==> config.mk <==
export PLATFORM = sky130hd
export DESIGN_NAME = aapc_ctrl
export DESIGN_NICKNAME = d
export VERILOG_FILES = /design/src/shared/aapc_pkg.sv /design/src/core/aapc_ctrl.sv
export SDC_FILE = /design/constraint.sdc
export NUM_CORES = 1
export LEC_CHECK = 0
export ABC_AREA = 1
export BUFFER_PORTS_ARGS = -buffer_cell sky130_fd_sc_hd__buf_2
export CORE_UTILIZATION = 30
export CTS_CLUSTER_DIAMETER = 120
export DETAILED_ROUTE_END_ITERATION = 6
export SLEW_MARGIN = 20
export SYNTH_ARGS = -nofsm -noshare
export SYNTH_HDL_FRONTEND = slang
export SYNTH_SLANG_ARGS = --single-unit
==> constraint.sdc <==
create_clock -name sys_clk -period 5.9 [get_ports sys_clk]
set_input_delay 1.475 -clock sys_clk [delete_from_list [all_inputs] [get_ports sys_clk]]
set_output_delay 1.475 -clock sys_clk [all_outputs]
set_load 0.05 [all_outputs]
==> src/shared/aapc_pkg.sv <==
// register map, field layout, reset values and timing counts for the converter control block
package aapc_pkg;
  // register indices on the serial control port
  localparam logic [11:0] REG_CLK_SRC      = 12'h000;
  localparam logic [11:0] REG_PLL_FRACTION_DENOMINATOR      = 12'h001;
  localparam logic [11:0] REG_PLL_NUM      = 12'h002;
  localparam logic [11:0] REG_PLL_CTRL     = 12'h003;
  localparam logic [11:0] REG_PLL_LOCK     = 12'h005;
  localparam logic [11:0] REG_ROUTE        = 12'h102;
  localparam logic [11:0] REG_AUX_CUR      = 12'h200;
  localparam logic [11:0] REG_AUX_LAST     = 12'h201;
  localparam logic [11:0] REG_AUX_RATE     = 12'h210;
  localparam logic [11:0] REG_AUX_INSEL    = 12'h211;
  localparam logic [11:0] REG_XTAL_EN      = 12'h292;
  localparam logic [11:0] REG_EQ_CTRL      = 12'h301;

  // reset values
  localparam logic [15:0] RST_CLK_SRC      = 16'h0000;
  localparam logic [15:0] RST_PLL_FRACTION_DENOMINATOR      = 16'h0000;
  localparam logic [15:0] RST_PLL_NUM      = 16'h0000;
  localparam logic [15:0] RST_PLL_CTRL     = 16'h0000;
  localparam logic [15:0] RST_ROUTE        = 16'h0000;
  localparam logic [15:0] RST_AUX_RATE     = 16'h0000;
  localparam logic [15:0] RST_AUX_INSEL    = 16'h0000;
  localparam logic [15:0] RST_XTAL_EN      = 16'h0000;
  localparam logic [15:0] RST_EQ_CTRL      = 16'h0000;
  localparam logic [15:0] RST_AUX_RESULT   = 16'h0000;

  // field positions
  localparam int CLK_SRC_PLL_BIT   = 0;
  localparam int PLL_EN_BIT        = 0;
  localparam int PLL_FRAC_BIT      = 1;
  localparam int PLL_X_LSB         = 4;
  localparam int PLL_R_LSB         = 11;
  localparam int PLL_FIELD_W       = 4;
  localparam int LOCK_BIT          = 0;
  localparam int ROUTE_PATH_LSB    = 0;
  localparam int ROUTE_SWAP_BIT    = 2;
  localparam int AUX_RATE_FAST_BIT = 0;
  localparam int AUX_SINGLE_BIT    = 0;
  localparam int AUX_SINGLE_IN_BIT = 1;
  localparam int XTAL_EN_BIT       = 0;
  localparam int EQ_CUT_LSB        = 0;
  localparam int AUX_IN1_LSB       = 0;
  localparam int AUX_IN2_LSB       = 8;

  // serial frame layout: read flag, 3 unused bits, 12 address bits, 16 data bits
  localparam logic [5:0] SPI_HDR_BITS   = 6'd16;
  localparam logic [5:0] SPI_FRAME_BITS = 6'd32;

  // input path choices
  typedef enum logic [1:0] {
    AAPC_PATH_AMP,
    AAPC_PATH_AMP_EQ,
    AAPC_PATH_DIRECT,
    AAPC_PATH_AUX
  } aapc_path_t;

  // equalizer cutoff codes: 32, 37, 45, 54 kHz
  localparam logic [1:0] EQ_CUT_32K = 2'h0;

  // auxiliary conversion timing
  localparam int SYS_CLK_HZ       = 25000000;
  localparam int AUX_RATE_SLOW_HZ = 112500;
  localparam int AUX_RATE_FAST_HZ = 450000;
  // a slot is half a per-input period: two inputs alternate, or one input at twice the rate
  localparam int AUX_SLOT_SLOW_CYC = SYS_CLK_HZ / (2 * AUX_RATE_SLOW_HZ);
  localparam int AUX_SLOT_FAST_CYC = SYS_CLK_HZ / (2 * AUX_RATE_FAST_HZ);
endpackage

==> src/core/aapc_ctrl.sv <==
// converter front-end control: routing, equalizer, auxiliary sequencer, clock setup, serial registers
`timescale 1ns/1ps
module aapc_ctrl
  import aapc_pkg::*;
#(
  parameter int SLOT_SLOW_CYC = AUX_SLOT_SLOW_CYC,
  parameter int SLOT_FAST_CYC = AUX_SLOT_FAST_CYC
) (
  // clock, reset, enable
  input  wire logic        sys_clk,
  input  wire logic        arst_n,
  input  wire logic        clk_en,
  // serial control port pins
  input  wire logic        spi_cs_n,
  input  wire logic        spi_sclk,
  input  wire logic        spi_mosi,
  output logic             spi_miso_o,
  output logic             spi_miso_oe,
  // input routing and equalizer
  output aapc_path_t       route_path,
  output logic             route_swap,
  output logic             eq_enable,
  output logic [1:0]       equalizer_cutoff_select,
  output logic             aux_direct_pos_is_one,
  // auxiliary converter
  output logic             aux_conv_start,
  output logic             aux_chan_sel,
  input  wire logic [7:0]  aux_result,
  input  wire logic        aux_result_valid,
  // clock setup
  output logic             clk_src_pll,
  output logic             xtal_osc_en,
  output logic             pll_enable,
  output logic             pll_frac_mode,
  output logic [3:0]       pll_mult_r,
  output logic [3:0]       pll_div_x,
  output logic [15:0]      pll_frac_num,
  output logic [15:0]      pll_frac_den,
  input  wire logic        pll_locked
);

  // writable-register decode used by the write path only; reads use the rd_data chain
  function automatic logic is_rw_reg(input logic [11:0] a);
    is_rw_reg = (a == REG_CLK_SRC) || (a == REG_PLL_FRACTION_DENOMINATOR) || (a == REG_PLL_NUM) ||
                (a == REG_PLL_CTRL) || (a == REG_ROUTE) || (a == REG_AUX_RATE) ||
                (a == REG_AUX_INSEL) || (a == REG_XTAL_EN) || (a == REG_EQ_CTRL);
  endfunction

  // software registers
  logic [15:0] clk_src_r;
  logic [15:0] pll_fraction_denominator_r;
  logic [15:0] pll_num_r;
  logic [15:0] pll_ctrl_r;
  logic [15:0] route_r;
  logic [15:0] aux_rate_r;
  logic [15:0] aux_insel_r;
  logic [15:0] xtal_r;
  logic [15:0] eq_r;
  logic [15:0] aux_cur_r;
  logic [15:0] aux_last_r;

  // pin synchronisers
  logic [1:0]  cs_sync_r;
  logic [2:0]  sclk_sync_r;
  logic [1:0]  mosi_sync_r;
  logic [1:0]  lock_sync_r;

  always_ff @(posedge sys_clk or negedge arst_n) begin
    if (!arst_n) begin
      cs_sync_r   <= 2'h3;
      sclk_sync_r <= 3'h7;
      mosi_sync_r <= 2'h0;
      lock_sync_r <= 2'h0;
    end else if (clk_en) begin
      cs_sync_r   <= {cs_sync_r[0], spi_cs_n};
      sclk_sync_r <= {sclk_sync_r[1:0], spi_sclk};
      mosi_sync_r <= {mosi_sync_r[0], spi_mosi};
      lock_sync_r <= {lock_sync_r[0], pll_locked};
    end
  end

  wire cs_act    = !cs_sync_r[1];
  wire sclk_rise = sclk_sync_r[1] && !sclk_sync_r[2];
  wire sclk_fall = !sclk_sync_r[1] && sclk_sync_r[2];
  wire mosi_bit  = mosi_sync_r[1];

  // serial frame engine
  logic [5:0]  bit_cnt_r;
  logic [15:0] rx_r;
  logic [15:0] tx_r;
  logic        rd_r;
  logic [11:0] addr_r;
  logic        miso_r;
  logic        miso_oe_r;

  wire [15:0] rx_nxt    = {rx_r[14:0], mosi_bit};
  wire        hdr_done  = sclk_rise && (bit_cnt_r == SPI_HDR_BITS - 6'd1);
  wire        frame_end = sclk_rise && (bit_cnt_r == SPI_FRAME_BITS - 6'd1);
  wire [11:0] hdr_addr  = rx_nxt[11:0];
  wire        wr_stb    = cs_act && frame_end && !rd_r && is_rw_reg(addr_r);
  wire [15:0] wr_data   = rx_nxt;

  // read data selection
  logic [15:0] rd_data;
  always_comb begin
    rd_data = 16'h0000;
    if (hdr_addr == REG_CLK_SRC) begin
      rd_data = clk_src_r;
    end else if (hdr_addr == REG_PLL_FRACTION_DENOMINATOR) begin
      rd_data = pll_fraction_denominator_r;
    end else if (hdr_addr == REG_PLL_NUM) begin
      rd_data = pll_num_r;
    end else if (hdr_addr == REG_PLL_CTRL) begin
      rd_data = pll_ctrl_r;
    end else if (hdr_addr == REG_PLL_LOCK) begin
      rd_data[LOCK_BIT] = lock_sync_r[1];
    end else if (hdr_addr == REG_ROUTE) begin
      rd_data = route_r;
    end else if (hdr_addr == REG_AUX_CUR) begin
      rd_data = aux_cur_r;
    end else if (hdr_addr == REG_AUX_LAST) begin
      rd_data = aux_last_r;
    end else if (hdr_addr == REG_AUX_RATE) begin
      rd_data = aux_rate_r;
    end else if (hdr_addr == REG_AUX_INSEL) begin
      rd_data = aux_insel_r;
    end else if (hdr_addr == REG_XTAL_EN) begin
      rd_data = xtal_r;
    end else if (hdr_addr == REG_EQ_CTRL) begin
      rd_data = eq_r;
    end
  end

  always_ff @(posedge sys_clk or negedge arst_n) begin
    if (!arst_n) begin
      bit_cnt_r <= 6'h00;
      rx_r      <= 16'h0000;
      tx_r      <= 16'h0000;
      rd_r      <= 1'b0;
      addr_r    <= 12'h000;
      miso_r    <= 1'b0;
      miso_oe_r <= 1'b0;
    end else if (clk_en) begin
      if (!cs_act) begin
        bit_cnt_r <= 6'h00;
        miso_oe_r <= 1'b0;
      end else begin
        if (sclk_rise) begin
          rx_r      <= rx_nxt;
          bit_cnt_r <= frame_end ? 6'h00 : bit_cnt_r + 6'd1;
        end
        if (hdr_done) begin
          rd_r      <= rx_nxt[15];
          addr_r    <= hdr_addr;
          tx_r      <= rd_data;
          miso_oe_r <= rx_nxt[15];
        end else if (frame_end) begin
          miso_oe_r <= 1'b0;
        end
        if (sclk_fall && miso_oe_r) begin
          miso_r <= tx_r[15];
          tx_r   <= {tx_r[14:0], 1'b0};
        end
      end
    end
  end

  // writable registers
  always_ff @(posedge sys_clk or negedge arst_n) begin
    if (!arst_n) begin
      clk_src_r   <= RST_CLK_SRC;
      pll_fraction_denominator_r   <= RST_PLL_FRACTION_DENOMINATOR;
      pll_num_r   <= RST_PLL_NUM;
      pll_ctrl_r  <= RST_PLL_CTRL;
      route_r     <= RST_ROUTE;
      aux_rate_r  <= RST_AUX_RATE;
      aux_insel_r <= RST_AUX_INSEL;
      xtal_r      <= RST_XTAL_EN;
      eq_r        <= RST_EQ_CTRL;
    end else if (clk_en && wr_stb) begin
      if (addr_r == REG_CLK_SRC) begin
        clk_src_r <= wr_data;
      end else if (addr_r == REG_PLL_FRACTION_DENOMINATOR) begin
        pll_fraction_denominator_r <= wr_data;
      end else if (addr_r == REG_PLL_NUM) begin
        pll_num_r <= wr_data;
      end else if (addr_r == REG_PLL_CTRL) begin
        pll_ctrl_r <= wr_data;
      end else if (addr_r == REG_ROUTE) begin
        route_r <= wr_data;
      end else if (addr_r == REG_AUX_RATE) begin
        aux_rate_r <= wr_data;
      end else if (addr_r == REG_AUX_INSEL) begin
        aux_insel_r <= wr_data;
      end else if (addr_r == REG_XTAL_EN) begin
        xtal_r <= wr_data;
      end else if (addr_r == REG_EQ_CTRL) begin
        eq_r <= wr_data;
      end
    end
  end

  // auxiliary sequencer
  localparam int SLOT_W = $clog2(SLOT_SLOW_CYC + 1);
  localparam logic [SLOT_W-1:0] SLOT_SLOW = SLOT_W'(SLOT_SLOW_CYC - 1);
  localparam logic [SLOT_W-1:0] SLOT_FAST = SLOT_W'(SLOT_FAST_CYC - 1);

  logic [SLOT_W-1:0] slot_cnt_r;
  logic              conv_chan_r;
  logic              next_chan_r;
  logic              start_r;

  wire               single_mode = aux_insel_r[AUX_SINGLE_BIT];
  wire               single_chan = aux_insel_r[AUX_SINGLE_IN_BIT];
  wire [SLOT_W-1:0]  slot_last   = aux_rate_r[AUX_RATE_FAST_BIT] ? SLOT_FAST : SLOT_SLOW;
  wire               slot_tick   = (slot_cnt_r >= slot_last);
  // two inputs alternate; one input is converted every slot, i.e. twice the rate
  wire               slot_chan   = single_mode ? single_chan : next_chan_r;

  always_ff @(posedge sys_clk or negedge arst_n) begin
    if (!arst_n) begin
      slot_cnt_r  <= '0;
      next_chan_r <= 1'b0;
      conv_chan_r <= 1'b0;
      start_r     <= 1'b0;
    end else if (clk_en) begin
      start_r <= slot_tick;
      if (slot_tick) begin
        slot_cnt_r  <= '0;
        conv_chan_r <= slot_chan;
        next_chan_r <= single_mode ? 1'b0 : !next_chan_r;
      end else begin
        slot_cnt_r <= slot_cnt_r + SLOT_W'(1);
      end
    end
  end

  // result registers: previous current value moves to last, then the new byte lands
  always_ff @(posedge sys_clk or negedge arst_n) begin
    if (!arst_n) begin
      aux_cur_r  <= RST_AUX_RESULT;
      aux_last_r <= RST_AUX_RESULT;
    end else if (clk_en && aux_result_valid) begin
      aux_last_r <= aux_cur_r;
      if (conv_chan_r) begin
        aux_cur_r[AUX_IN2_LSB +: 8] <= aux_result;
      end else begin
        aux_cur_r[AUX_IN1_LSB +: 8] <= aux_result;
      end
    end
  end

  // registered control outputs
  wire        frac_sel = pll_ctrl_r[PLL_FRAC_BIT];
  wire [1:0]  path_sel = route_r[ROUTE_PATH_LSB +: 2];

  always_ff @(posedge sys_clk or negedge arst_n) begin
    if (!arst_n) begin
      route_path              <= AAPC_PATH_AMP;
      route_swap              <= 1'b0;
      eq_enable               <= 1'b0;
      equalizer_cutoff_select <= EQ_CUT_32K;
      aux_direct_pos_is_one   <= 1'b0;
      aux_conv_start          <= 1'b0;
      aux_chan_sel            <= 1'b0;
      clk_src_pll             <= 1'b0;
      xtal_osc_en             <= 1'b0;
      pll_enable              <= 1'b0;
      pll_frac_mode           <= 1'b0;
      pll_mult_r              <= 4'h0;
      pll_div_x               <= 4'h0;
      pll_frac_num            <= 16'h0000;
      pll_frac_den            <= 16'h0000;
    end else if (clk_en) begin
      route_path              <= aapc_path_t'(path_sel);
      route_swap              <= route_r[ROUTE_SWAP_BIT];
      eq_enable               <= (path_sel == AAPC_PATH_AMP_EQ);
      equalizer_cutoff_select <= eq_r[EQ_CUT_LSB +: 2];
      aux_direct_pos_is_one   <= (path_sel == AAPC_PATH_AUX);
      aux_conv_start          <= start_r;
      aux_chan_sel            <= conv_chan_r;
      clk_src_pll             <= clk_src_r[CLK_SRC_PLL_BIT];
      xtal_osc_en             <= xtal_r[XTAL_EN_BIT];
      pll_enable              <= pll_ctrl_r[PLL_EN_BIT];
      pll_frac_mode           <= frac_sel;
      pll_mult_r              <= pll_ctrl_r[PLL_R_LSB +: PLL_FIELD_W];
      pll_div_x               <= pll_ctrl_r[PLL_X_LSB +: PLL_FIELD_W];
      pll_frac_num            <= frac_sel ? pll_num_r : 16'h0000;
      pll_frac_den            <= frac_sel ? pll_fraction_denominator_r : 16'h0000;
    end
  end

  assign spi_miso_o  = miso_r;
  assign spi_miso_oe = miso_oe_r;

endmodule

Word-level counts from Yosys, hierarchy flattened
Cells that the tools add are included.
{"block": "word_totals", "register_bits": 300, "latchBits": 0, "ramBits": 0, "rom_bits": 0, "in_bits": 16, "out_inout_bits": 55, "elab_cells": 151, "memories": 0}
{"block": "classes", "add_sub_neg": 2, "mul": 0, "div": 0, "magnitude_cmp": 1, "n_eq_ne": 23, "shifts": 0, "muxes": 27, "bitwise": 10, "reduce_logical": 46}
{"cell": "$mux W16", "count": 15}
{"cell": "$eq A12 B10 Y1 const B", "count": 10}
{"cell": "$eq A12 B2 Y1 const B", "count": 4}
{"cell": "$eq A12 B1 Y1 const B", "count": 2}
{"cell": "$eq A12 B9 Y1 const B", "count": 2}
{"cell": "$logic_not A12 Y1", "count": 2}
{"cell": "$mux W6", "count": 3}
{"cell": "$mux W15", "count": 1}
{"cell": "$reduce_and A3 Y1", "count": 5}
{"cell": "$mux W7", "count": 2}
{"cell": "$eq A12 B3 Y1 const B", "count": 1}
{"cell": "$reduce_and A2 Y1", "count": 6}
{"cell": "$logic_and A1 B1 Y1", "count": 10}
{"cell": "$not A1 Y1", "count": 10}
{"cell": "$reduce_and A10 Y1", "count": 1}
{"cell": "$reduce_and A9 Y1", "count": 1}
{"cell": "$logic_or A1 B1 Y1", "count": 8}
{"cell": "$reduce_and A8 Y1", "count": 1}
{"cell": "$add A7 B1 Y7 const B", "count": 1}
{"cell": "$ge A7 B7 Y1", "count": 1}
{"cell": "$reduce_and A7 Y1", "count": 1}
{"cell": "$add A6 B1 Y6 const B", "count": 1}
{"cell": "$eq A6 B4 Y1 const B", "count": 1}
{"cell": "$eq A6 B5 Y1 const B", "count": 1}
{"cell": "9 further kinds", "count": 19}

Longest topological paths before layout
Gate-level depths: netlist of run 1.
{"block": "depth", "word_depth": 15, "mapped_depth": 18}

Worst setup path before layout of run 1
OpenSTA, ideal clock, no wires.
{"block": "synth_path", "path_kind": "input to register", "startpoint": "input port clk_en", "endpoint": "register route_r[12]", "setup_time_ns": 0.117, "t_arrival_ns": 2.804, "required_ns": 5.783, "path_slack_ns": 2.979, "cell_stages": 11, "path_cell_list": "buf_2 > inv_2 > nor2_1 > inv_1 > nor3_2 > nand2_1 > or2_1 > buf_2 > buf_6 > o21ai_1 > inv_1"}
{"block": "synth_via", "elab_chain_cells": 2}
{"item": "start: declaration", "line_no": "aapc_ctrl.sv:12", "rtl": "input wire logic clk_en,"}
{"item": "$logic_and A1 B1 Y1", "line_no": "aapc_ctrl.sv:180", "rtl": "end else if (clk_en && wr_stb) begin"}
{"item": "$reduce_and A6 Y1 (no source line)"}
{"item": "end signal: assignment", "line_no": "aapc_ctrl.sv:190", "rtl": "route_r <= wr_data;"}
{"item": "end: declaration", "line_no": "aapc_ctrl.sv:54", "rtl": "logic [15:0] route_r;"}
No other way between the ends.
A chain may end at the register's enable or synchronous reset.

Worst setup path after layout of run 1
{"block": "layout_path", "startpoint": "register rx_r[7]", "endpoint": "register tx_r[6]"}
{"block": "layout_via", "elab_chain_cells": 15}
{"item": "start: declaration", "line_no": "aapc_ctrl.sv:89", "rtl": "logic [15:0] rx_r;"}
{"item": "start signal: assignment", "line_no": "aapc_ctrl.sv:149", "rtl": "rx_r <= rx_nxt;"}
{"item": "$eq A12 B10 Y1", "line_no": "aapc_ctrl.sv:129", "rtl": "end else if (hdr_addr == REG_EQ_CTRL) begin"}
{"item": "$mux W16", "line_no": "aapc_ctrl.sv:129"}
{"item": "$mux W16", "line_no": "aapc_ctrl.sv:127", "rtl": "end else if (hdr_addr == REG_XTAL_EN) begin"}
{"item": "$mux W16", "line_no": "aapc_ctrl.sv:125", "rtl": "end else if (hdr_addr == REG_AUX_INSEL) begin"}
{"item": "$mux W16", "line_no": "aapc_ctrl.sv:123", "rtl": "end else if (hdr_addr == REG_AUX_RATE) begin"}
{"item": "$mux W16", "line_no": "aapc_ctrl.sv:121", "rtl": "end else if (hdr_addr == REG_AUX_LAST) begin"}
{"item": "$mux W16", "line_no": "aapc_ctrl.sv:119", "rtl": "end else if (hdr_addr == REG_AUX_CUR) begin"}
{"item": "$mux W16", "line_no": "aapc_ctrl.sv:117", "rtl": "end else if (hdr_addr == REG_ROUTE) begin"}
{"item": "$mux W15", "line_no": "aapc_ctrl.sv:115", "rtl": "end else if (hdr_addr == REG_PLL_LOCK) begin"}
{"item": "$mux W16", "line_no": "aapc_ctrl.sv:113", "rtl": "end else if (hdr_addr == REG_PLL_CTRL) begin"}
{"item": "$mux W16", "line_no": "aapc_ctrl.sv:111", "rtl": "end else if (hdr_addr == REG_PLL_NUM) begin"}
{"item": "$mux W16", "line_no": "aapc_ctrl.sv:109", "rtl": "end else if (hdr_addr == REG_PLL_FRACTION_DENOMINATOR) begin"}
{"item": "$mux W16 *", "line_no": "aapc_ctrl.sv:107", "rtl": "if (hdr_addr == REG_CLK_SRC) begin"}
{"item": "$mux W16 *", "line_no": "aapc_ctrl.sv:152", "rtl": "if (hdr_done) begin"}
{"item": "$mux W16 *", "line_no": "aapc_ctrl.sv:160", "rtl": "if (sclk_fall && miso_oe_r) begin"}
{"item": "end signal: assignment", "line_no": "aapc_ctrl.sv:155", "rtl": "tx_r <= rd_data;"}
{"item": "end signal: assignment", "line_no": "aapc_ctrl.sv:162", "rtl": "tx_r <= {tx_r[14:0], 1'b0};"}
{"item": "end: declaration", "line_no": "aapc_ctrl.sv:90", "rtl": "logic [15:0] tx_r;"}
Mark *: on every way between the ends. The rest lies on a longest branch, timed or not. The select of a mux whose other input is x is not followed.

==> results of run 1 <==
==> registers in the layout, summed over array words and instances, names as in the netlist, 3 cells and up <==
name,flops
xtal_r,16
route_r,16
pll_ctrl_r,16
slot_cnt_r,7
eq_r,16
bit_cnt_r,6
aux_insel_r,16
rx_r,15
clk_src_r,16
aux_last_r,16
pll_mult_r,4
tx_r,16
pll_num_r,16
pll_fraction_denominator_r,16
sclk_sync_r,3
aux_cur_r,16
aux_rate_r,16
pll_frac_num,16
pll_frac_den,16
pll_div_x,4
addr_r,12
==> report_power, final <==
part	switching (mW)	internal, mW	total [mW]
clock	0.838	1.10	1.94
sequential	0.375	2.24	2.62
combinational	0.710	0.252	0.962
total	1.92	3.59	5.52
==> placed cells by master (no fill, tap or decap), types with 3 or more instances in the layout <==
cell,n
dfrtp_1,295
clkbuf_16,31
dfstp_2,5
nor2_2,6
inv_2,15
clkinv_2,8
nand3_1,45
buf_4,7
ha_1,7
a21oi_1,79
xor2_1,4
buf_2,69
o21ai_1,53
nand2_1,436
nand3_2,3
o22ai_1,4
o21ai_0,256
clkbuf_1,10
nor2_1,113
nand4_1,17
nand2_2,8
inv_1,296
clkbuf_8,3
nor3_1,8
nor2_4,7
==> tightest hold or removal path, stage by stage (launching register included) <==
cell and delay (ns):
dfstp_2 0.37, nand2_1 0.05, nand2_1 0.04
==> metal layers <==
metal | routed length (um) | GRT usage [%] | share of wire [%]
met1 | 17490 | 22.88 | 44
met2 | 18710 | 27.31 | 47
met3 | 1903 | 1.935 | 4.8
met4 | 1342 | 6.294 | 3.4
met5 | 0 | 0 | 0
==> kinds of logic (layout without fill, tap and decap cells) <==
family                   count (synthesis)  in the layout  synth area share (%)
multiplexers                             1              1               0.08037
adder cells (fa/ha/maj)                  7              7                0.6251
AO/OA/AOI/OAI                          397            397                 14.32
XOR/XNOR                                 5              5                0.3125
AND/OR/NAND/NOR                        658            658                 19.75
buffers and inverters                  397            447                 11.29
flip-flops                             300            300                 53.63
==> cell type report <==
class	instances	area, sq um
Inverter	311	1167
Clock buffer	44	854.6
Multi-Input combinational cell	1068	4931
Tap cell	600	750.7
Fill cell	4779	29890
Sequential cell	300	7513
Clock inverter	14	132.6
Timing Repair Buffer	78	432.9
==> how the worst max path moves through the flow <==
| stage | slack, ns | startpoint | end | cells after the start |
|---|---|---|---|---|
| 2_1_floorplan | 2.98 | clk_en | route_r[12]$_DFFE_PN0P_ | 11 |
| 3_3_place_gp | 2.23 | clk_en | xtal_r[4]$_DFFE_PN0P_ | 10 |
| 3_5_place_dp | 2.22 | clk_en | xtal_r[7]$_DFFE_PN0P_ | 10 |
| 4_1_cts | 2.56 | rx_r[8]$_DFFE_PN0P_ | tx_r[6]$_DFFE_PN0P_ | 14 |
| 5_1_grt | 2.26 | rx_r[7]$_DFFE_PN0P_ | tx_r[6]$_DFFE_PN0P_ | 12 |
| 6_report | 2.48 | rx_r[7]$_DFFE_PN0P_ | tx_r[6]$_DFFE_PN0P_ | 12 |
==> flow_summary.yaml, run 1 <==
cts:
  clk_pin_slew_ns: 0.06
  htreeDepth: 1
  cts_root_buf: "clkbuf_16"
  clk_latency_ns: 0.58
  post_cts_resized: 0
  cts_tree: "built"
  cts.sinks: 300
  holdBufCountCts: 0
  clock_path_buffers: 3
  numCtsBuffers: 31
  postCtsSetupRepairBufs: 0
drt:
  wl_per_cell_um: 16.33
  drc: 0
  ant_nets: 0
  initialDrtViolationCount: 791
  vias: 11309
  avgViaCountPerCell: 4.683
  first_pass_iters: 5
  wirelength_mm: 39.45
setup_path:
  cp.arrival_ns: 3.91
  worstSetupPathType: "reg2reg"
  cp_cell_sequence: "inv_1 -> nor2_1 -> nand3_1 -> o21ai_1 -> nor2_1 -> nand4_1 -> nand2_1 -> nand2_1 -> nand2_1 -> nand2_1 -> nand2_1 -> a21oi_1"
  reg2reg_slack_ns: 2.48
  timing.rr.end: "tx_r[6]$_DFFE_PN0P_"
  endpoint_kind: "register"
  crit_family: "simple AND/OR/NAND/NOR gates"
  r2r-start: "rx_r[7]$_DFFE_PN0P_"
  crit_buf_inv: 1
  cp.required_ns: 6.40
  slowest_delay_ns: 0.82
  slowest_stage: "nor2_1"
  ff2ff_path_depth: 12
  worst_path_most_repeated_cell: "nand2_1"
  critPathLaunchType: "register"
  cp_max_fo: 14
layout:
  antenna_cells: 0
  fin_nets: 1813
  fin_util_pct: 34.56
  areaGrowthSynthToFinish_pct: 12.64
  drive_above_1_share_pct: 9.807
  final_cell_area_sq_mm: 0.01578
  instances_no_fill: 2415
power:
  p_leak_nw: 7.818
  ir_worst_vdd_mv: 0.1969
  p_total_mw: 5.517
  power_density_mw_per_mm2: 349.6
die:
  fp-row-count: 78
  die_area_sq_mm: 0.04757
  core_sq_mm: 0.04567
  die_y_um: 218.1
  ios: 71
  die_w_um: 218.1
  initial_core_util_pct: 30.68
timing:
  fin_crit_sh_pct: 57.96
  hold_viol: 0
  setup_viol: 0
  post-route-min-period_ns: 3.420
  tightest_slew_ns: 1.026
  fin_skew_ns: 0.01759
  slew_headroom_pct: 31.41
  hold_slack_ns: 0.4608
  max_freq_ghz: 0.2924
  fin_setup_tns_ns: 0
  rsz0062_at_grt: "false"
  slew_violations: 0
  setup_slack_ns: 2.480
grt:
  grt_max_degree: 144
  grt_pass1_vias: 10855
  antenna_found_initial: 0
  grt-ovfl-total: 0
  grt_pass1_wl_mm: 62.11
  grt_use_total_pct: 16.79
logic_synthesis:
  ys_seq_area_share_pct: 53.63
  synthDistinctLibCells: 41
  synth_area_leaders: "dfrtp_1, nand2_1, o21ai_0"
  synth_edf_count: 0
  synth.avg_cell_area_sq_um: 7.938
  synth_cells: 1765
  synth.most_common_cell: "nand2_1"
  synth_commonest_cells: "nand2_1, inv_1, dfrtp_1"
  synth_area_leader_cell: "dfrtp_1"
  syn_nets: 1788
  synth_seq_cells: 300
  synthesis.area_sq_mm: 0.01401
  synthFlopType: "dfrtp_1"
  synth_top_area_share_pct: 52.69
  yosysWarnings: 0
  async_flop_share_pct: 100.0
place:
  dp_slack_ns: 2.222
  dp_hpwl_mm: 27.05
  place_inst: 2357
  portBuffers: 70
  placed_cell_area_sq_mm: 0.01478
  place.gp.congestion: 0.8791
worst_hold_path:
  hold-path-endpoint: "sclk_sync_r[0]$_DFFE_PN1P_"
  hold_path.class: "reg2reg"
  holdCritStartpoint: "sclk_sync_r[0]$_DFFE_PN1P_"
  whs_path_depth: 2
run_status:
  outcome: "completed"
flow_run:
  timing.max_cap.violations: 0
(Power assumes the default switching activity.)
==> inputs of run 2 (changes only) <==
--- a/config.mk
+++ b/config.mk
@@ -5,7 +5,7 @@
 export SDC_FILE = /design/constraint.sdc
 export NUM_CORES = 1
 export LEC_CHECK = 0
-export ABC_AREA = 1
+export ABC_AREA = 0
 export BUFFER_PORTS_ARGS = -buffer_cell sky130_fd_sc_hd__buf_2
 export CORE_UTILIZATION = 30
 export CTS_CLUSTER_DIAMETER = 120
==> constraint.sdc (replaced) <==
create_clock -name sys_clk -period 3.45 [get_ports sys_clk]
set_input_delay 0.8625 -clock sys_clk [delete_from_list [all_inputs] [get_ports sys_clk]]
set_output_delay 0.8625 -clock sys_clk [all_outputs]
set_load 0.05 [all_outputs]
==> run 2 against run 1 <==
Net effect:
- critical path depth is 7 lower
- largest power group unchanged
- combinational power grew to 2.8 times the previous value
- non-clock buffer count rose by 44
- area after synthesis grew 0.63%
- clock-buffer cell count up 8
- die area increased by 0.63%
- sequential share of layout area shrank 1.8 points
==> flow_summary.yaml, run 2 <==
run_status:
  outcome: "completed"
layout:
  num-fill-cells: 4604
  areaGrowthSynthToFinish_pct: 16.23
  final_cell_mix: "dfrtp_1, mux2_2, nand2_1, o21ai_0, buf_2"
  seq_area_sq_mm: 0.007515
  drive_above_1_share_pct: 31.33
  fin_util_pct: 35.28
  instances_no_fill: 1941
  antenna_cells: 0
  multi_input_area_sq_mm: 0.006028
  fin_nets: 1335
  layout_commonest_cell: "dfrtp_1"
power:
  ir_worst_vdd_mv: 0.3775
  p_leak_nw: 7.658
  p_total_mw: 10.67
  power_density_mw_per_mm2: 651.1
cts:
  htreeDepth: 2
  clk_pin_slew_ns: 0.06
  holdBufCountCts: 0
  cts.sinks: 300
  clk_latency_ns: 0.52
  cts_tree: "built"
  cts_root_buf: "clkbuf_16"
  post_cts_resized: 0
  postCtsSetupRepairBufs: 0
  clock_path_buffers: 3
  numCtsBuffers: 34
logic_synthesis:
  async_flop_share_pct: 100.0
  synth_seq_cells: 300
  synthesis.area_sq_mm: 0.01410
  synth_commonest_cells: "dfrtp_1, mux2_2, nand2_1"
  synth.most_common_cell: "dfrtp_1"
  syn_nets: 1274
  synth_cells: 1251
  synth_top_area_share_pct: 52.36
  synthDistinctLibCells: 69
  ys_seq_area_share_pct: 53.29
  synth_area_leader_cell: "dfrtp_1"
  synth.avg_cell_area_sq_um: 11.27
  synthFlopType: "dfrtp_1"
  synth_edf_count: 0
  yosysWarnings: 0
  synth_area_leaders: "dfrtp_1, mux2_2, o21ai_0"
die:
  die_w_um: 218.8
  initial_core_util_pct: 30.35
  core_sq_mm: 0.04646
  fp-row-count: 79
  die_y_um: 218.8
  die_area_sq_mm: 0.04787
  ios: 71
place:
  place_inst: 1883
  dp_hpwl_mm: 28.03
  dp_slack_ns: 0.3598
  place.gp.congestion: 0.9130
  portBuffers: 70
timing:
  setup_viol: 0
  max_freq_ghz: 0.3347
  fin_crit_sh_pct: 86.61
  rsz0062_at_grt: "false"
  fin_setup_tns_ns: 0
  slew_violations: 0
  hold_viol: 0
  fin_skew_ns: 0.02394
  tightest_slew_ns: 0.9168
  setup_slack_ns: 0.4621
  slew_headroom_pct: 37.30
  post-route-min-period_ns: 2.988
setup_path:
  cp_max_fo: 16
  ff2ff_path_depth: 5
  cp.required_ns: 3.83
  endpoint_kind: "register"
  worstSetupPathType: "reg2reg"
  cp.arrival_ns: 3.37
  critPathLaunchType: "register"
drt:
  wl_per_cell_um: 20.79
  vias: 10235
  wirelength_mm: 40.34
  avgViaCountPerCell: 5.273
  ant_nets: 0
  drc: 0
  first_pass_iters: 5
  initialDrtViolationCount: 796
grt:
  grt_use_total_pct: 16.91
  antenna_found_initial: 1
  grt-ovfl-total: 0
  grt_max_degree: 77
  grt_pass1_vias: 10258
  grt_pass1_wl_mm: 62.05
flow_run:
  timing.max_cap.violations: 0
worst_hold_path:
  hold_path.class: "in2async"
[run 2: logic make-up after synthesis]
kind of cell    after synthesis  synth area share, %
compound gates              243                11.53
xor+xnor                      6               0.3727
fa+ha+maj                     7               0.6211
buf+inv                     148                4.047
flops                       300                53.29
mux                         239                18.97
simple gates                308                11.17
[run 2: final cells by class]
type | count | share of cell area, %
inverter | 51 | 1.168
multi-input combinational | 803 | 36.78
sequential | 300 | 45.85
tap | 607 | 4.634
clock buffer | 52 | 6.222
clock inverter | 6 | 0.5115
timing repair buffer | 122 | 4.825
[run 2: report_power, final]
group / internal [mW] / leakage [nW] / switching (mW) / total, mW
logic: 0.942 / 3.08 / 1.73 / 2.67
registers: 3.85 / 4.03 / 0.546 / 4.40
clock network: 2.18 / 0.544 / 1.42 / 3.60
total: 6.98 / 7.66 / 3.69 / 10.7
[run 2: metrics by stage]
stage               hold slack (ns)  area (sq um)
floorplan                    0.4400         14100
finish                       0.3665         16390
global placement             0.4730         15280
detailed placement           0.4725         15280
CTS                          0.3747         16390
global route                 0.3914         16390
[run 2: worst paths after layout]
kind | from | to | slack [ns]
hold reg to reg | bit_cnt_r[5]$_DFFE_PN0P_ | bit_cnt_r[5]$_DFFE_PN0P_ | 0.48
setup / recovery | sclk_sync_r[1]$_DFFE_PN1P_ | pll_fraction_denominator_r[14]$_DFFE_PN0P_ | 0.46
hold / removal | arst_n | pll_fraction_denominator_r[4]$_DFFE_PN0P_ | 0.37
min in group sys_clk | bit_cnt_r[5]$_DFFE_PN0P_ | bit_cnt_r[5]$_DFFE_PN0P_ | 0.48
max in group asynchronous | arst_n | sclk_sync_r[1]$_DFFE_PN1P_ | 2.22
setup reg to reg | sclk_sync_r[1]$_DFFE_PN1P_ | pll_fraction_denominator_r[14]$_DFFE_PN0P_ | 0.46
[run 2: metal layers]
metal / track usage, % / vias up / routed length [um] / share of wire (%)
met1: 22.65 / 5191 / 17310 / 43
met5: 0 / - / 0 / 0
met2: 27.22 / 352 / 18940 / 47
li1: - / 4612 / - / -
met3: 2.814 / 80 / 2507 / 6.2
met4: 6.574 / 0 / 1586 / 3.9
[run 2: worst max-delay path, cell delays in order (launching register included)]
cell	delay, ns
dfstp_2	0.56
or3b_1	0.43
or3_1	0.43
nor4b_4	0.51
nand3_2	0.46
mux2_1	0.47
